`src/shared/fpet_pkg.sv`:
```
package fpet_pkg;

    // ------------------------------------------------------------------
    // Operation commands
    // ------------------------------------------------------------------
    typedef enum logic [2:0] {
        FPET_CMD_WORD_PGM,
        FPET_CMD_BURST_PGM,
        FPET_CMD_SECTOR_ERASE,
        FPET_CMD_BLOCK_ERASE,
        FPET_CMD_BLANK_CHECK
    } fpet_cmd_e;

    // ------------------------------------------------------------------
    // Timing figures, operation clock periods and bus clock periods
    // ------------------------------------------------------------------
    localparam int          FPET_SYS_CLK_KHZ      = 25000;
    localparam int          FPET_OP_RATE_MIN_KHZ  = 150;
    localparam int          FPET_OP_RATE_MAX_KHZ  = 200;
    localparam int          FPET_MIN_BUS_KHZ      = 1000;
    localparam logic [15:0] FPET_WORD_OP_CYC      = 16'h0009;
    localparam logic [15:0] FPET_WORD_BUS_CYC     = 16'h0019;
    localparam logic [15:0] FPET_BURST_OP_CYC     = 16'h0004;
    localparam logic [15:0] FPET_BURST_BUS_CYC    = 16'h0009;
    localparam logic [6:0]  FPET_BURST_MAX_WORDS  = 7'h40;
    localparam logic [4:0]  FPET_ERASE_PULSES     = 5'h10;
    localparam logic [15:0] FPET_PULSE_OP_CYC     = 16'h00FA;
    localparam logic [15:0] FPET_BLOCK_OP_CYC     = 16'h4E20;
    localparam logic [15:0] FPET_CHECK_SETUP_CYC  = 16'h000A;
    localparam logic [16:0] FPET_CHECK_WORDS      = 17'h10000;
    localparam logic [7:0]  FPET_DIV_RESET        = 8'h00;

endpackage

```
`src/hw/fpet_core.sv`:
```
`timescale 1ns/1ps
module fpet_core (
    input  wire logic                  clk_sys,
    input  wire logic                  nrst,
    input  wire logic                  clk_en,
    input  wire logic [7:0]            op_clock_divider_reg,
    input  wire logic                  cmd_valid,
    input  wire fpet_pkg::fpet_cmd_e   cmd_code,
    input  wire logic                  burst_next,
    input  wire logic                  word_blank,
    output logic                       busy,
    output logic                       done,
    output logic                       ack,
    output logic                       blank_fail,
    output logic [15:0]                check_addr,
    output logic                       erase_pulse
);

    // ------------------------------------------------------------------
    // Operation clock tick
    // ------------------------------------------------------------------
    logic [7:0] div_cnt_q;
    logic       op_tick;
    logic       div_restart;

    // Divide by divider+1; the rate is not checked, any setting runs.
    // The count restarts when a timed phase begins, so no phase opens on a partial period.
    always_ff @(posedge clk_sys) begin
        if (!nrst) begin
            div_cnt_q <= fpet_pkg::FPET_DIV_RESET;
        end else if (clk_en) begin
            if (div_restart) begin
                div_cnt_q <= 8'h00;
            end else if (div_cnt_q >= op_clock_divider_reg) begin
                div_cnt_q <= 8'h00;
            end else begin
                div_cnt_q <= div_cnt_q + 8'h01;
            end
        end
    end
    assign op_tick = (div_cnt_q >= op_clock_divider_reg);

    // ------------------------------------------------------------------
    // Sequencer
    // ------------------------------------------------------------------
    typedef enum logic [2:0] {
        FPET_IDLE, FPET_OPPH, FPET_BUSPH, FPET_PULSE, FPET_SCAN
    } fpet_state_e;

    fpet_state_e        state_q;
    fpet_pkg::fpet_cmd_e cmd_q;
    logic [15:0]        op_left_q;
    logic [15:0]        bus_left_q;
    logic [6:0]         words_q;
    logic [4:0]         pulses_q;
    logic [16:0]        scan_q;
    logic               burst_go;

    // A burst goes on while the pipeline holds a word and the row is not yet full.
    assign burst_go = cmd_q == fpet_pkg::FPET_CMD_BURST_PGM && burst_next
                      && words_q < fpet_pkg::FPET_BURST_MAX_WORDS;

    // Every timed phase starts on a fresh operation clock period.
    assign div_restart = (state_q == FPET_IDLE && cmd_valid)
                         || (state_q == FPET_BUSPH && bus_left_q == 16'h0001 && burst_go)
                         || (state_q == FPET_PULSE && !erase_pulse);

    // Commands are taken only while idle, so every operation finishes first.
    always_ff @(posedge clk_sys) begin
        if (!nrst) begin
            state_q     <= FPET_IDLE;
            cmd_q       <= fpet_pkg::FPET_CMD_WORD_PGM;
            op_left_q   <= 16'h0000;
            bus_left_q  <= 16'h0000;
            words_q     <= 7'h00;
            pulses_q    <= 5'h00;
            scan_q      <= 17'h00000;
            busy        <= 1'b0;
            done        <= 1'b0;
            ack         <= 1'b0;
            blank_fail  <= 1'b0;
            check_addr  <= 16'h0000;
            erase_pulse <= 1'b0;
        end else if (clk_en) begin
            ack <= 1'b0;
            case (state_q)
                FPET_IDLE: begin
                    if (cmd_valid) begin
                        cmd_q      <= cmd_code;
                        busy       <= 1'b1;
                        done       <= 1'b0;
                        blank_fail <= 1'b0;
                        words_q    <= 7'h01;
                        pulses_q   <= 5'h00;
                        scan_q     <= 17'h00000;
                        check_addr <= 16'h0000;
                        case (cmd_code)
                            fpet_pkg::FPET_CMD_WORD_PGM,
                            fpet_pkg::FPET_CMD_BURST_PGM: begin
                                op_left_q  <= fpet_pkg::FPET_WORD_OP_CYC;
                                bus_left_q <= fpet_pkg::FPET_WORD_BUS_CYC;
                                state_q    <= FPET_OPPH;
                            end
                            fpet_pkg::FPET_CMD_SECTOR_ERASE: begin
                                op_left_q   <= fpet_pkg::FPET_PULSE_OP_CYC;
                                erase_pulse <= 1'b1;
                                state_q     <= FPET_PULSE;
                            end
                            fpet_pkg::FPET_CMD_BLOCK_ERASE: begin
                                op_left_q   <= fpet_pkg::FPET_BLOCK_OP_CYC;
                                erase_pulse <= 1'b1;
                                pulses_q    <= 5'h0F;
                                state_q     <= FPET_PULSE;
                            end
                            default: begin
                                bus_left_q <= fpet_pkg::FPET_CHECK_SETUP_CYC;
                                state_q    <= FPET_SCAN;
                            end
                        endcase
                    end
                end
                FPET_OPPH: begin
                    // Operation clock share of a program word.
                    if (op_tick) begin
                        op_left_q <= op_left_q - 16'h0001;
                        if (op_left_q == 16'h0001) begin
                            state_q <= FPET_BUSPH;
                        end
                    end
                end
                FPET_BUSPH: begin
                    bus_left_q <= bus_left_q - 16'h0001;
                    if (bus_left_q == 16'h0001) begin
                        // Burst goes on while the pipeline holds the next word.
                        if (burst_go) begin
                            ack        <= 1'b1;
                            words_q    <= words_q + 7'h01;
                            op_left_q  <= fpet_pkg::FPET_BURST_OP_CYC;
                            bus_left_q <= fpet_pkg::FPET_BURST_BUS_CYC;
                            state_q    <= FPET_OPPH;
                        end else begin
                            busy    <= 1'b0;
                            done    <= 1'b1;
                            state_q <= FPET_IDLE;
                        end
                    end
                end
                FPET_PULSE: begin
                    // One quiet bus cycle between pulses keeps each pulse separate.
                    if (!erase_pulse) begin
                        erase_pulse <= 1'b1;
                    end else if (op_tick) begin
                        op_left_q <= op_left_q - 16'h0001;
                        if (op_left_q == 16'h0001) begin
                            if (pulses_q == fpet_pkg::FPET_ERASE_PULSES - 5'h01) begin
                                erase_pulse <= 1'b0;
                                busy        <= 1'b0;
                                done        <= 1'b1;
                                state_q     <= FPET_IDLE;
                            end else begin
                                erase_pulse <= 1'b0;
                                pulses_q  <= pulses_q + 5'h01;
                                op_left_q <= fpet_pkg::FPET_PULSE_OP_CYC;
                            end
                        end
                    end
                end
                FPET_SCAN: begin
                    // Setup first, then one word each bus cycle from zero upward.
                    if (bus_left_q != 16'h0000) begin
                        bus_left_q <= bus_left_q - 16'h0001;
                    end else if (!word_blank) begin
                        blank_fail <= 1'b1;
                        busy       <= 1'b0;
                        done       <= 1'b1;
                        state_q    <= FPET_IDLE;
                    end else if (scan_q == fpet_pkg::FPET_CHECK_WORDS - 17'h00001) begin
                        busy    <= 1'b0;
                        done    <= 1'b1;
                        state_q <= FPET_IDLE;
                    end else begin
                        scan_q     <= scan_q + 17'h00001;
                        check_addr <= scan_q[15:0] + 16'h0001;
                    end
                end
                default: begin
                    state_q <= FPET_IDLE;
                end
            endcase
        end
    end

    // ------------------------------------------------------------------
    // Checks
    // ------------------------------------------------------------------
    // Completion, phase loads and counters; the covers mark the main scenarios.
    a_done_idle: assert property (@(posedge clk_sys) disable iff (!nrst)
        $rose(done) |-> !busy && state_q == FPET_IDLE)
        else $error("done without idle");
    a_busy_hold: assert property (@(posedge clk_sys) disable iff (!nrst)
        busy && state_q != FPET_IDLE |-> !$rose(done))
        else $error("done while busy");
    a_word_start: assert property (@(posedge clk_sys) disable iff (!nrst)
        state_q == FPET_IDLE && cmd_valid && clk_en
        && cmd_code == fpet_pkg::FPET_CMD_WORD_PGM
        |=> state_q == FPET_OPPH && op_left_q == fpet_pkg::FPET_WORD_OP_CYC)
        else $error("word program start wrong");
    a_burst_word: assert property (@(posedge clk_sys) disable iff (!nrst)
        $rose(ack) |-> op_left_q == fpet_pkg::FPET_BURST_OP_CYC
        && bus_left_q == fpet_pkg::FPET_BURST_BUS_CYC)
        else $error("burst word timing wrong");
    a_burst_limit: assert property (@(posedge clk_sys) disable iff (!nrst)
        words_q <= fpet_pkg::FPET_BURST_MAX_WORDS)
        else $error("burst over row length");
    a_pulse_count: assert property (@(posedge clk_sys) disable iff (!nrst)
        pulses_q < fpet_pkg::FPET_ERASE_PULSES)
        else $error("too many erase pulses");
    a_pulse_gap: assert property (@(posedge clk_sys) disable iff (!nrst)
        state_q == FPET_PULSE && !erase_pulse && clk_en |=> erase_pulse)
        else $error("erase pulse gap too long");
    a_block_start: assert property (@(posedge clk_sys) disable iff (!nrst)
        state_q == FPET_IDLE && cmd_valid && clk_en
        && cmd_code == fpet_pkg::FPET_CMD_BLOCK_ERASE
        |=> erase_pulse && op_left_q == fpet_pkg::FPET_BLOCK_OP_CYC)
        else $error("block erase start wrong");
    a_scan_stop: assert property (@(posedge clk_sys) disable iff (!nrst)
        state_q == FPET_SCAN && bus_left_q == 16'h0000 && !word_blank && clk_en
        |=> blank_fail && done)
        else $error("blank check did not stop");
    c_burst: cover property (@(posedge clk_sys) disable iff (!nrst) $rose(ack));
    c_fail: cover property (@(posedge clk_sys) disable iff (!nrst) $rose(blank_fail));
    c_erase: cover property (@(posedge clk_sys) disable iff (!nrst) $fell(erase_pulse));

endmodule

```
`config.mk`:
```
export PLATFORM = sky130hd
export DESIGN_NAME = fpet_core
export DESIGN_NICKNAME = d
export VERILOG_FILES = /design/src/shared/fpet_pkg.sv /design/src/hw/fpet_core.sv
export SDC_FILE = /design/constraint.sdc
export NUM_CORES = 1
export LEC_CHECK = 0
export ABC_AREA = 1
export BUFFER_PORTS_ARGS = -buffer_cell sky130_fd_sc_hd__buf_2
export CAP_MARGIN = 20
export CORE_MARGIN = 8
export CORE_UTILIZATION = 55
export DETAILED_ROUTE_END_ITERATION = 6
export PLACE_DENSITY = 0.77
export SYNTH_ARGS = -nofsm -noshare
export SYNTH_HDL_FRONTEND = slang
export SYNTH_SLANG_ARGS = --single-unit
```
`constraint.sdc`:
```
create_clock -name clk_sys -period 2.2 [get_ports clk_sys]
set_input_delay 0.22 -clock clk_sys [delete_from_list [all_inputs] [get_ports clk_sys]]
set_output_delay 0.22 -clock clk_sys [all_outputs]
set_load 0.02 [all_outputs]
```
==> summary.md, run 1 <==
| Metric | Value |
|---|---|
| PortBufs | `37` |
| Total track usage | `0.192` |
| Effective utilization at floorplan | `0.555` |
| Rows | `35` |
| I/O pin count | `38` |
| Residual DRC count | `0` |
| CTS Root Cell | `clkbuf_8` |
| Placer Congestion | `~0.91` |
| Slew @ Worst Pin | `roughly 530 ps` |
| Seq cells post-synth | `80` |
| Most common cell after layout, fill and taps aside | `nand2_1` |
| Ys Warns | `0` |
| Unrepaired setup endpoints after global routing | `yes` |
| Detailed placer's ending HPWL | `9130 um` |
| Crit path max fanout | `7` |
| Synth area leaders | `dfxtp_1 (32%), nand2_1 (13%), nor2_1 (11%), inv_1 (6.1%), a21oi_1 (5.0%)` |
| Fin util | `0.620` |
| Max Cap Violations | `0` |
| Post-synth EDFFs | `0` |
| Post-DRT Antenna Nets | `0` |
| Worst-skew pair later-pin latency | `350 ps` |
| Clk buf depth | `2` |
| Core area | `between 0.009 and 0.01 mm2` |
| DR iter-0 viols | `292` |
| Inst Count DP | `between 900 and 1,000` |
| Final hold slack | `~160 ps` |
| # diodes | `0` |
| Fillers | `just under 900` |
| Kind of critical path | `register to register` |
| Max H-tree Level | `3` |
| Critical path required time | `approximately 2400 ps` |
| Sequential share of the synthesized area | `0.318` |
| Max Clock Skew | `14.9 ps` |
| Worst EP arrival | `between 2000 and 2500 ps` |
| CTS tree | `built` |
| HP Class | `input port to register` |
| PwrDens | `1360 mW/mm2` |
| Most frequent cells in the layout | `nand2_1 (169), nor2_1 (144), inv_1 (81)` |
| First-pass GRT wire length | `about 20,000 um` |
| Status | `complete, no violations` |
| Die width | `112 um` |
| Final Hold Vio Count | `0` |
| TritonCTS Buffers | `9` |
| Share of the synthesized area in the top cell type | `0.318` |
| Non-filler cells, final | `934` |
| Critical path startpoint category | `register` |
| Area grow syn2layout | `11.7%` |
| Syn Area/Cell | `roughly 6.5 um2` |
| Count of final setup violators | `0` |
| Pre-CTS setup slack | `17.5 ps` |
| Syn nets | `about 810` |
| Cts hold-fix bufs | `0` |
| Die area | `~0.012 mm2` |
| GRT overflow | `0` |
| Leakage power | `2.59 nW` |
| Count of different cell masters after synthesis | `38` |
| TritonRoute pass-1 iters | `5` |
| Crit. End Element | `register` |
| CTS clk-pin slew, worst paths | `about 90 ps` |
| Final Critical Period | `between 2000 and 2500 ps` |
| Pins Over Slew Limit | `0` |
| Period utilisation layout | `0.928` |
| Final setup margin | `around 160 ps` |
| Fraction of layout cells with a size suffix above 1 | `0.151` |
| Synth Instances | `776` |
| Fmax | `between 400 and 500 MHz` |
| VDD IR max | `about 0.70 mV` |
| Fin nets | `~860` |
| Clock tree sinks | `80` |
| Antenna violations before repair | `0` |
| Synthesized cell area | `roughly 0.0050 mm2` |
| Die Y | `between 100 and 150 um` |
| DR vias | `between 4,000 and 5,000` |
| Synth area leader | `dfxtp_1` |
| Relative slew margins | `0.644` |
| Vias in the first global route | `4,597` |
| Vias per cell | `~5.3` |
| WL/cell | `roughly 13 um` |
| Largest net degree at the start of global routing | `30` |
| Fraction of registers with async set/reset | `0` |
| Final WL | `12,000 um` |
| Top_reg_cell synth | `dfxtp_1` |
## final timing paths
check | start | end | slack (ps) | cells after the start
worst max-delay path | check_addr[0] | check_addr[13] | 160 | 13
worst min-delay path | clk_en | ack | 160 | 2
worst max register to register | check_addr[0] | check_addr[13] | 160 | 13
worst min register to register | cmd_q[2] | cmd_q[2] | 460 | 2
## layout make-up
type,instances,area (um2),share of cell area
clock inverter,5,81.3,0.0145
tap,111,139,0.0247
clock buffer,10,128,0.0227
sequential,80,1610,0.286
timing repair buffer,58,343,0.0610
inverter,90,344,0.0612
multi-input combinational,580,2980,0.530
## what timing repair did
action / 4_1_cts / 5_1_grt
setup endpoints to repair: 0 / 33
resized for setup: 0 / 24
setup buffers: 0 / 1
## metrics by stage
step / setup TNS, ps / cell area (um2) / power, mW
floorplan: 0 / 5030 / 5.40
global placement: 0 / 5320 / 6.17
detailed placement: 0 / 5320 / 6.25
CTS: 0 / 5520 / 7.46
global route: -21.9 / 5620 / 8.36
finish: 0 / 5620 / 7.62
## synth_stat cells (2+ instances only)
master      n
nand2_1   173
nor2_1    147
inv_1      82
dfxtp_1    80
a21oi_1    50
o21ai_0    45
nand3_1    37
xor2_1     23
ha_1       19
nor3_1     19
buf_4      18
nand4_1    16
nor2_2      7
xnor2_1     7
inv_2       6
nand3b_1    6
nor2_4      5
clkbuf_1    4
nand2_2     4
a31oi_1     3
buf_1       2
buf_2       2
buf_6       2
nor3_4      2
nor3b_1     2
o21ai_1     2
or2_2       2
## report_power, final
part           leakage [nW]  internal (mW)  switching (mW)  total, mW
registers             0.652           1.80           0.371       2.17
logic                  1.84           1.50            2.75       4.25
clock network         0.103          0.636           0.556       1.19
## worst max-delay path, stage by stage, from the launching register on
cell,delay (ps)
dfxtp_2,330
ha_2,170
inv_1,60
nor3_2,100
buf_4,150
nand4_1,120
nor3_2,190
ha_2,190
inv_2,50
a21oi_4,190
nor2_4,90
buf_4,160
nand4_1,70
a21oi_1,60
## registers in the layout, summed over array words and instances, names as in the netlist
| signal | flops |
|---|---|
| blank_fail | 1 |
| words_q | 7 |
| bus_left_q | 16 |
| cmd_q | 3 |
| done | 1 |
| check_addr | 15 |
| scan_q | 2 |
| op_left_q | 16 |
| state_q | 3 |
| div_cnt_q | 8 |
| erase_pulse | 1 |
| pulses_q | 5 |
| busy | 1 |
| ack | 1 |
## logic make-up (layout without fill, tap and decap cells)
| family | count (synthesis) | in the layout | synth area share |
|---|---|---|---|
| AOI/OAI and AO/OA | 103 | 103 | 0.105 |
| xor gates and xnor gates | 30 | 30 | 0.0522 |
| adders and majority gates | 19 | 19 | 0.0473 |
| buffers and inverters | 118 | 163 | 0.106 |
| DFF | 80 | 80 | 0.318 |
| and+or+nand+nor | 426 | 428 | 0.372 |
## metal layers
| metal | wire length (um) | global-route usage |
|---|---|---|
| met1 | 5630 | 0.245 |
| met2 | 5700 | 0.329 |
| met5 | 0 | 0 |
| met3 | 588 | 0.0357 |
| met4 | 104 | 0.0410 |
Power figures use the tool's default switching activity.
==> run 2, diff against run 1 <==
ABC_AREA = default   (was 1)
CORE_MARGIN = 4   (was 8)
CORE_UTILIZATION = 54   (was 55)
PLACE_DENSITY = 0.76   (was 0.77)
==> run 2 against run 1 <==
- the run now ends with setup timing left
- total power down 34%
- core utilization up 8.4 points
- clock power down 6%
- critical path depth decreased by 2
- first-iteration DRC count is 6.5% lower
- sequential share of layout area is 0.97 points lower
- global-route usage grew 5.2 points
- highest routed layer unchanged
- synthesized cell count down 24%
- clock skew fell by 2.7 ps
- sequential power down 21%
==> summary.md, run 2 <==
| Metric | Value |
|---|---|
| Reg-to-Reg Start | `check_addr[6] (was check_addr[0])` |
| Critical path required time | `2460 ps (was 2420 ps)` |
| TritonRoute pass-1 iters | `5 (unchanged)` |
| Max Clock Skew | `12.2 ps (was 14.9 ps)` |
| Most common cell in the netlist | `dfxtp_1 (was nand2_1)` |
| Fin nets | `711 (was 855)` |
| TritonCTS Buffers | `9 (unchanged)` |
| PortBufs | `37 (unchanged)` |
| Post-DRT Antenna Nets | `0 (unchanged)` |
| HP Class | `input port to register (unchanged)` |
| Critical path startpoint category | `register (unchanged)` |
| Core area | `0.00834 mm2 (was 0.00906 mm2)` |
| Share of the synthesized area in the top cell type | `0.341 (was 0.318)` |
| Worst-skew pair later-pin latency | `360 ps (was 350 ps)` |
| Placer Congestion | `0.867 (was 0.906)` |
| Rows | `33 (was 35)` |
| Pins Over Slew Limit | `0 (unchanged)` |
| Final Critical Period | `2300 ps (was 2040 ps)` |
| Max H-tree Level | `3 (unchanged)` |
| Crit path max fanout | `4 (was 7)` |
| Status | `finished with violations (was complete, no violations)` |
| First-pass GRT wire length | `20,500 um (about the same)` |
| GRT overflow | `0 (unchanged)` |
| Kind of critical path | `register to register (unchanged)` |
| Final setup margin | `-103 ps (was 159 ps)` |
| # diodes | `0 (unchanged)` |
| Pre-CTS setup slack | `-141 ps (was 17.5 ps)` |
| Leakage power | `2.37 nW (was 2.59 nW)` |
| Non-filler cells, final | `785 (was 934)` |
| Antenna violations before repair | `0 (unchanged)` |
| Final Hold Vio Count | `0 (unchanged)` |
| Synth Instances | `593 (was 776)` |
| Seq cells post-synth | `80 (unchanged)` |
| Largest net degree at the start of global routing | `27 (was 30)` |
| CTS Root Cell | `clkbuf_8 (unchanged)` |
| Post-synth EDFFs | `0 (unchanged)` |
| Die width | `101 um (was 112 um)` |
| WL/cell | `16.6 um (was 12.9 um)` |
| VDD IR max | `0.526 mV (was 0.702 mV)` |
| Fmax | `434 MHz (was 490 MHz)` |
| Synth area leader | `dfxtp_1 (unchanged)` |
| Residual DRC count | `0 (unchanged)` |
| I/O pin count | `38 (unchanged)` |
| Count of final setup violators | `5 (was 0)` |
| Count of different cell masters after synthesis | `62 (was 38)` |
| Vias per cell | `6.09 (was 5.31)` |
| Synthesized cell area | `0.00470 mm2 (was 0.00503 mm2)` |
| Max Cap Violations | `0 (unchanged)` |
| CTS clk-pin slew, worst paths | `90 ps (about the same)` |
| Total track usage | `0.244 (was 0.192)` |
| Most frequent cells after synthesis | `dfxtp_1 (80), nor2_1 (59), nand2_1 (54), o21ai_0 (42), a21oi_1 (38) (was nand2_1 (173), nor2_1 (147), inv_1 (82), dfxtp_1 (80), a21oi_1 (50))` |
| Slew @ Worst Pin | `532 ps (was 533 ps)` |
| Syn Area/Cell | `7.92 um2 (was 6.48 um2)` |
| Worst EP arrival | `2560 ps (was 2260 ps)` |
| Fraction of registers with async set/reset | `0 (unchanged)` |
| Ys Warns | `0 (unchanged)` |
| Worst hold start | `cmd_code[1] (was clk_en)` |
| PwrDens | `860 mW/mm2 (was 1360 mW/mm2)` |
| Area grow syn2layout | `25.0% (was 11.7%)` |
| DR iter-0 viols | `273 (was 292)` |
| Biggest regs | `bus_left_q x16, op_left_q x16, check_addr x15 (unchanged)` |
| Effective utilization at floorplan | `0.563 (was 0.555)` |
| Synth area leaders | `dfxtp_1 (34%), ha_1 (5.1%), nor2_1 (4.7%), o21ai_0 (4.5%), nand2_1 (4.3%) (was dfxtp_1 (32%), nand2_1 (13%), nor2_1 (11%), inv_1 (6.1%), a21oi_1 (5.0%))` |
| Unrepaired setup endpoints after global routing | `yes (unchanged)` |
| Final WL | `13,000 um (was 12,000 um)` |
| Crit path launch | `check_addr[6] (was check_addr[0])` |
| Clk buf depth | `2 (unchanged)` |
| Inst Count DP | `758 (was 916)` |
| Reg2Reg Depth | `11 (was 13)` |
| Final hold slack | `152 ps (was 157 ps)` |
| Cts hold-fix bufs | `0 (unchanged)` |
| Violated checks | `setup timing` |
| Die area | `0.0103 mm2 (was 0.0125 mm2)` |
| Syn nets | `629 (was 812)` |
| Placed cell areas | `0.00526 mm2 (was 0.00532 mm2)` |
| Fillers | `648 (was 876)` |
| Fraction of layout cells with a size suffix above 1 | `0.303 (was 0.151)` |
| Crit. End Element | `register (unchanged)` |
| Most common cell after layout, fill and taps aside | `buf_4 (was nand2_1)` |
| Vias in the first global route | `4,496 (was 4,597)` |
| Die Y | `101 um (was 112 um)` |
| Worst hold stages | `3 (was 2)` |
| Total power draw | `5.05 mW (was 7.62 mW)` |
| CTS tree | `built (unchanged)` |
| Period utilisation layout | `1.05 (was 0.928)` |
| Fin area | `0.00587 mm2 (was 0.00562 mm2)` |
| Detailed placer's ending HPWL | `8770 um (was 9130 um)` |
| Sequential share of the synthesized area | `0.341 (was 0.318)` |
| Top_reg_cell synth | `dfxtp_1 (unchanged)` |
| DR vias | `4,781 (was 4,964)` |
| Most frequent cells in the layout | `buf_4 (69), dfxtp_1 (67), nor2_1 (57) (was nand2_1 (169), nor2_1 (144), inv_1 (81))` |
| Relative slew margins | `0.645 (was 0.644)` |
| Final setup TNS | `-190 ps (was 0 ps)` |
| Clock tree sinks | `80 (unchanged)` |
| Fin util | `0.704 (was 0.620)` |
-- run 2: repair_timing --
item	in CTS	in global routing
pin swaps	6	29
gates cloned	0	2
gates resized for setup	22	65
setup endpoints to repair	43	50
buffers inserted	2	7
-- run 2: cell type report --
type,instances,area (um2),share of cell area
clock buffer,9,124,0.0211
tap,105,131,0.0224
sequential,80,1620,0.276
timing repair buffer,113,776,0.132
clock inverter,7,78.8,0.0134
multi-input combinational,448,3060,0.520
inverter,23,86.3,0.0147
-- run 2: kinds of logic (layout without fill, tap and decap cells) --
| kind of cell | count (synthesis) | in the layout | share of synthesized area |
|---|---|---|---|
| compound gates | 140 | 140 | 0.193 |
| xor+xnor | 27 | 27 | 0.0504 |
| fa+ha+maj | 19 | 19 | 0.0506 |
| buf+inv | 65 | 152 | 0.0698 |
| flops | 80 | 80 | 0.341 |
| mux | 3 | 3 | 0.00640 |
| simple gates | 259 | 259 | 0.289 |
-- run 2: worst max-delay path, stage by stage, from the launching register on --
cell	delay, ps
dfxtp_1	320
and4_4	190
nand4_1	110
nor2_2	60
and3_4	190
ha_4	150
nand2b_4	150
o31ai_4	360
nand3_2	170
buf_4	180
o21ai_0	230
a21oi_2	90
-- run 2: final timing paths --
kind | endpoint | slack [ps]
max | check_addr[12] | -100
max reg2reg | check_addr[12] | -100
min reg2reg | words_q[6] | 460
min | cmd_q[1] | 150
-- run 2: routing by layer --
metal | vias up | part of all wire | track usage
met5 | - | 0 | 0
met1 | 2290 | 0.42 | 0.301
met3 | 33 | 0.052 | 0.0420
li1 | 2288 | - | -
met4 | 0 | 0.026 | 0.104
met2 | 170 | 0.50 | 0.419
-- run 2: power by group --
part           internal (mW)  switching (mW)  total, mW
clock                  0.536           0.587       1.12
sequential              1.58           0.136       1.72
combinational          0.989            1.22       2.21
total                   3.11            1.94       5.05
==> run 3, diff against run 2 <==
CORE_UTILIZATION = 55   (was 54)
GPL_TIMING_DRIVEN = 0   (was default)
PLACE_DENSITY = 0.74   (was 0.76)
clock period = 2.7 ns   (was 2.2 ns; I/O delays follow)
==> run 3 against run 2 <==
- the run now ends clean
- final cell count decreased by 4.1%
- combinational power shrank 40%
- total power shrank 26%
- register-to-register slack gained 280 ps
- clock power down 9%
- critical path depth is 4 lower
- first-iteration DRC count is 34% higher
- design area down 9.9%
- clock skew up 3.9 ps
- critical endpoint is now words_q[3]
==> summary.md, run 3 (same netlist as run 2, synthesis figures left out) <==
| Metric | Value |
|---|---|
| Status | `complete, no violations (was finished with violations)` |
| CTS tree | `built (unchanged)` |
| Crit path cell chain | `buf_2, nor3b_2, nand4_1, nor4_2, nand4_1, xor2_1, nor2_1 (was and4_4, nand4_1, nor2_2, and3_4, ha_4, nand2b_4, o31ai_4, nand3_2, buf_4, o21ai_0, a21oi_2)` |
| Slowest stage delay, CP | `680 ps (was 360 ps)` |
| Leakage power | `2.14 nW (was 2.37 nW)` |
| Crit path launch | `state_q[2] (was check_addr[6])` |
| Die area | `0.0101 mm2 (was 0.0103 mm2)` |
| Worst hold stages | `3 (unchanged)` |
| Worst-skew pair later-pin latency | `370 ps (was 360 ps)` |
| Multi-input logic area | `0.00280 mm2 (was 0.00306 mm2)` |
| P_int | `2.30 mW (was 3.11 mW)` |
| TritonCTS Buffers | `9 (unchanged)` |
| First-pass GRT wire length | `19,300 um (was 20,500 um)` |
| Clk buf depth | `2 (unchanged)` |
| Die Y | `100 um (was 101 um)` |
| Core area | `0.00826 mm2 (was 0.00834 mm2)` |
| Vias in the first global route | `4,195 (was 4,496)` |
| Final WL | `11,500 um (was 13,000 um)` |
| Pins Over Slew Limit | `0 (unchanged)` |
| Most common cell after layout, fill and taps aside | `dfxtp_1 (was buf_4)` |
| Final Hold Vio Count | `0 (unchanged)` |
| R2R Path End | `words_q[3] (was check_addr[12])` |
| Clock tree sinks | `80 (unchanged)` |
| DR iter-0 viols | `365 (was 273)` |
| Cell repeated most along the worst path | `nand4_1` |
| Switching power | `1.43 mW (was 1.94 mW)` |
| Fillers | `748 (was 648)` |
| Largest net degree at the start of global routing | `16 (was 27)` |
| Unrepaired setup endpoints after global routing | `yes (unchanged)` |
| Critical path startpoint category | `register (unchanged)` |
| Sw Share | `0.384 (was 0.385)` |
| Rows | `33 (unchanged)` |
| WL/cell | `15.3 um (was 16.6 um)` |
| Worst EP arrival | `2770 ps (was 2560 ps)` |
| CTS clk-pin slew, worst paths | `90 ps (about the same)` |
| Detailed placer's ending HPWL | `8440 um (was 8770 um)` |
| Effective utilization at floorplan | `0.569 (was 0.563)` |
| Worst path top cell family by delay | `simple AND/OR/NAND/NOR gates (unchanged)` |
| Sequential Power Share | `0.370 (was 0.340)` |
| Die width | `100 um (was 101 um)` |
| Worst Setup EP | `words_q[3] (was check_addr[12])` |
| Critical path required time | `2950 ps (was 2460 ps)` |
| Post-DRT Antenna Nets | `0 (unchanged)` |
| Final setup margin | `180 ps (was -103 ps)` |
| I/O pin count | `38 (unchanged)` |
| Max H-tree Level | `3 (unchanged)` |
| Antenna violations before repair | `0 (unchanged)` |
| Most frequent cells in the layout | `dfxtp_1 (80), nor2_1 (59), nand2_1 (54) (was buf_4 (69), dfxtp_1 (67), nor2_1 (57))` |
| Fraction of layout cells with a size suffix above 1 | `0.159 (was 0.303)` |
| Crit path max fanout | `10 (was 4)` |
| Total track usage | `0.234 (was 0.244)` |
| Final Critical Period | `2520 ps (was 2300 ps)` |
| Biggest regs | `bus_left_q x16, op_left_q x16, check_addr x15 (unchanged)` |
| PortBufs | `37 (unchanged)` |
| Slowest CP cell | `nor4_2 (was o31ai_4)` |
| Area grow syn2layout | `12.7% (was 25.0%)` |
| Placed cell areas | `0.00501 mm2 (was 0.00526 mm2)` |
| Period utilisation layout | `0.933 (was 1.05)` |
| Pre-CTS setup slack | `-91.5 ps (was -141 ps)` |
| PwrDens | `705 mW/mm2 (was 860 mW/mm2)` |
| Max Cap Violations | `0 (unchanged)` |
| Vias per cell | `5.94 (was 6.09)` |
| Max Clock Skew | `16.2 ps (was 12.2 ps)` |
| Placer Congestion | `0.949 (was 0.867)` |
| Total stage count of the critical path | `7 (was 11)` |
| Crit. End Element | `register (unchanged)` |
| FF/Latch Area | `0.00160 mm2 (was 0.00162 mm2)` |
| CTS Root Cell | `clkbuf_8 (unchanged)` |
| Worst Path Buf+Inv | `1 (unchanged)` |
| Fin area | `0.00529 mm2 (was 0.00587 mm2)` |
| Count of final setup violators | `0 (was 5)` |
| Clock network power share | `0.273 (was 0.222)` |
| Relative slew margins | `0.423 (was 0.645)` |
| HP Class | `input port to register (unchanged)` |
| DR vias | `4,475 (was 4,781)` |
| Residual DRC count | `0 (unchanged)` |
| Logic pwr share | `0.357 (was 0.438)` |
| Reg-to-Reg Start | `state_q[2] (was check_addr[6])` |
| # diodes | `0 (unchanged)` |
| Reg2reg setup slack | `180 ps (was -100 ps)` |
| VDD IR max | `0.335 mV (was 0.526 mV)` |
| Reg2Reg Depth | `7 (was 11)` |
| GRT overflow | `0 (unchanged)` |
| Kind of critical path | `register to register (unchanged)` |
| Cts hold-fix bufs | `0 (unchanged)` |
| Fmax | `397 MHz (was 434 MHz)` |
| Slew @ Worst Pin | `857 ps (was 532 ps)` |
| Fin nets | `679 (was 711)` |
| TritonRoute pass-1 iters | `5 (unchanged)` |
==> run 3: cell count changes in the layout (fill, tap and decap cells not counted), moves of 5 or more <==
cell	before	now
a21oi_1	33	38
a21oi_2	5	0
buf_2	38	44
buf_4	69	18
clkbuf_1	0	12
dfxtp_1	67	80
dfxtp_2	12	0
ha_1	13	19
o21ai_0	34	41
o21ai_1	9	2
==> run 3: worst register-to-register path, delay by kind of cell, from the launching register on <==
kind                   cells  cell delay [ps]
flip-flops                 1              340
XOR/XNOR                   1              190
AND/OR/NAND/NOR            5             1690
buffers and inverters      1              190
==> run 3: repair_timing <==
item,in CTS,in global routing
pin swaps,1,1
gates resized for setup,2,7
endpoints found under the setup margin,5,27
buffers inserted,0,2
==> run 3: worst min-delay path by stage <==
stage,endpoint,startpoint
after CTS,cmd_q[0],cmd_code[0]
after global placement,scan_q[16],scan_q[16]
final,cmd_q[0],cmd_code[0]
after floorplan,cmd_q[1],cmd_code[1]
after global routing,cmd_q[1],cmd_code[1]
after detailed placement,scan_q[16],scan_q[16]
==> run 3: metal layers <==
metal | global-route usage | vias up | part of all wire
li1 | - | 2226 | -
met1 | 0.308 | 2085 | 0.46
met2 | 0.384 | 146 | 0.47
met3 | 0.0473 | 18 | 0.061
met4 | 0.0788 | 0 | 0.011
met5 | 0 | - | 0
==> run 3: power by group through the flow <==
stage	sequential (mW)	clock [mW]	combinational [mW]
4_1_cts	1.38	1.03	1.28
5_1_grt	1.39	1.07	1.49
2_1_floorplan	1.40	0	0.983
6_report	1.38	1.02	1.33
3_5_place_dp	1.41	0	1.27
3_3_place_gp	1.40	0	1.25
==> run 3: layout make-up <==
cell class                 instances  area share
buffer                            42      0.0459
clock buffer                       9      0.0234
clock inverter                     7      0.0196
inverter                          23      0.0163
multi-input combinational        448       0.530
sequential                        80       0.303
tap                              105      0.0248
timing repair buffer              39      0.0378
==> run 3: through the flow <==
stage | utilization | hold slack, ps | cells | setup TNS, ps | power, mW
after floorplan | - | 406 | 593 | 0 | 2.38
after global placement | 0.607 | 439 | 735 | -91.9 | 2.65
final | 0.641 | 179 | 753 | 0 | 3.73
after CTS | 0.636 | 175 | 751 | 0 | 3.69
after detailed placement | 0.607 | 447 | 735 | -296 | 2.68
after global routing | 0.641 | 200 | 753 | -38.4 | 3.96
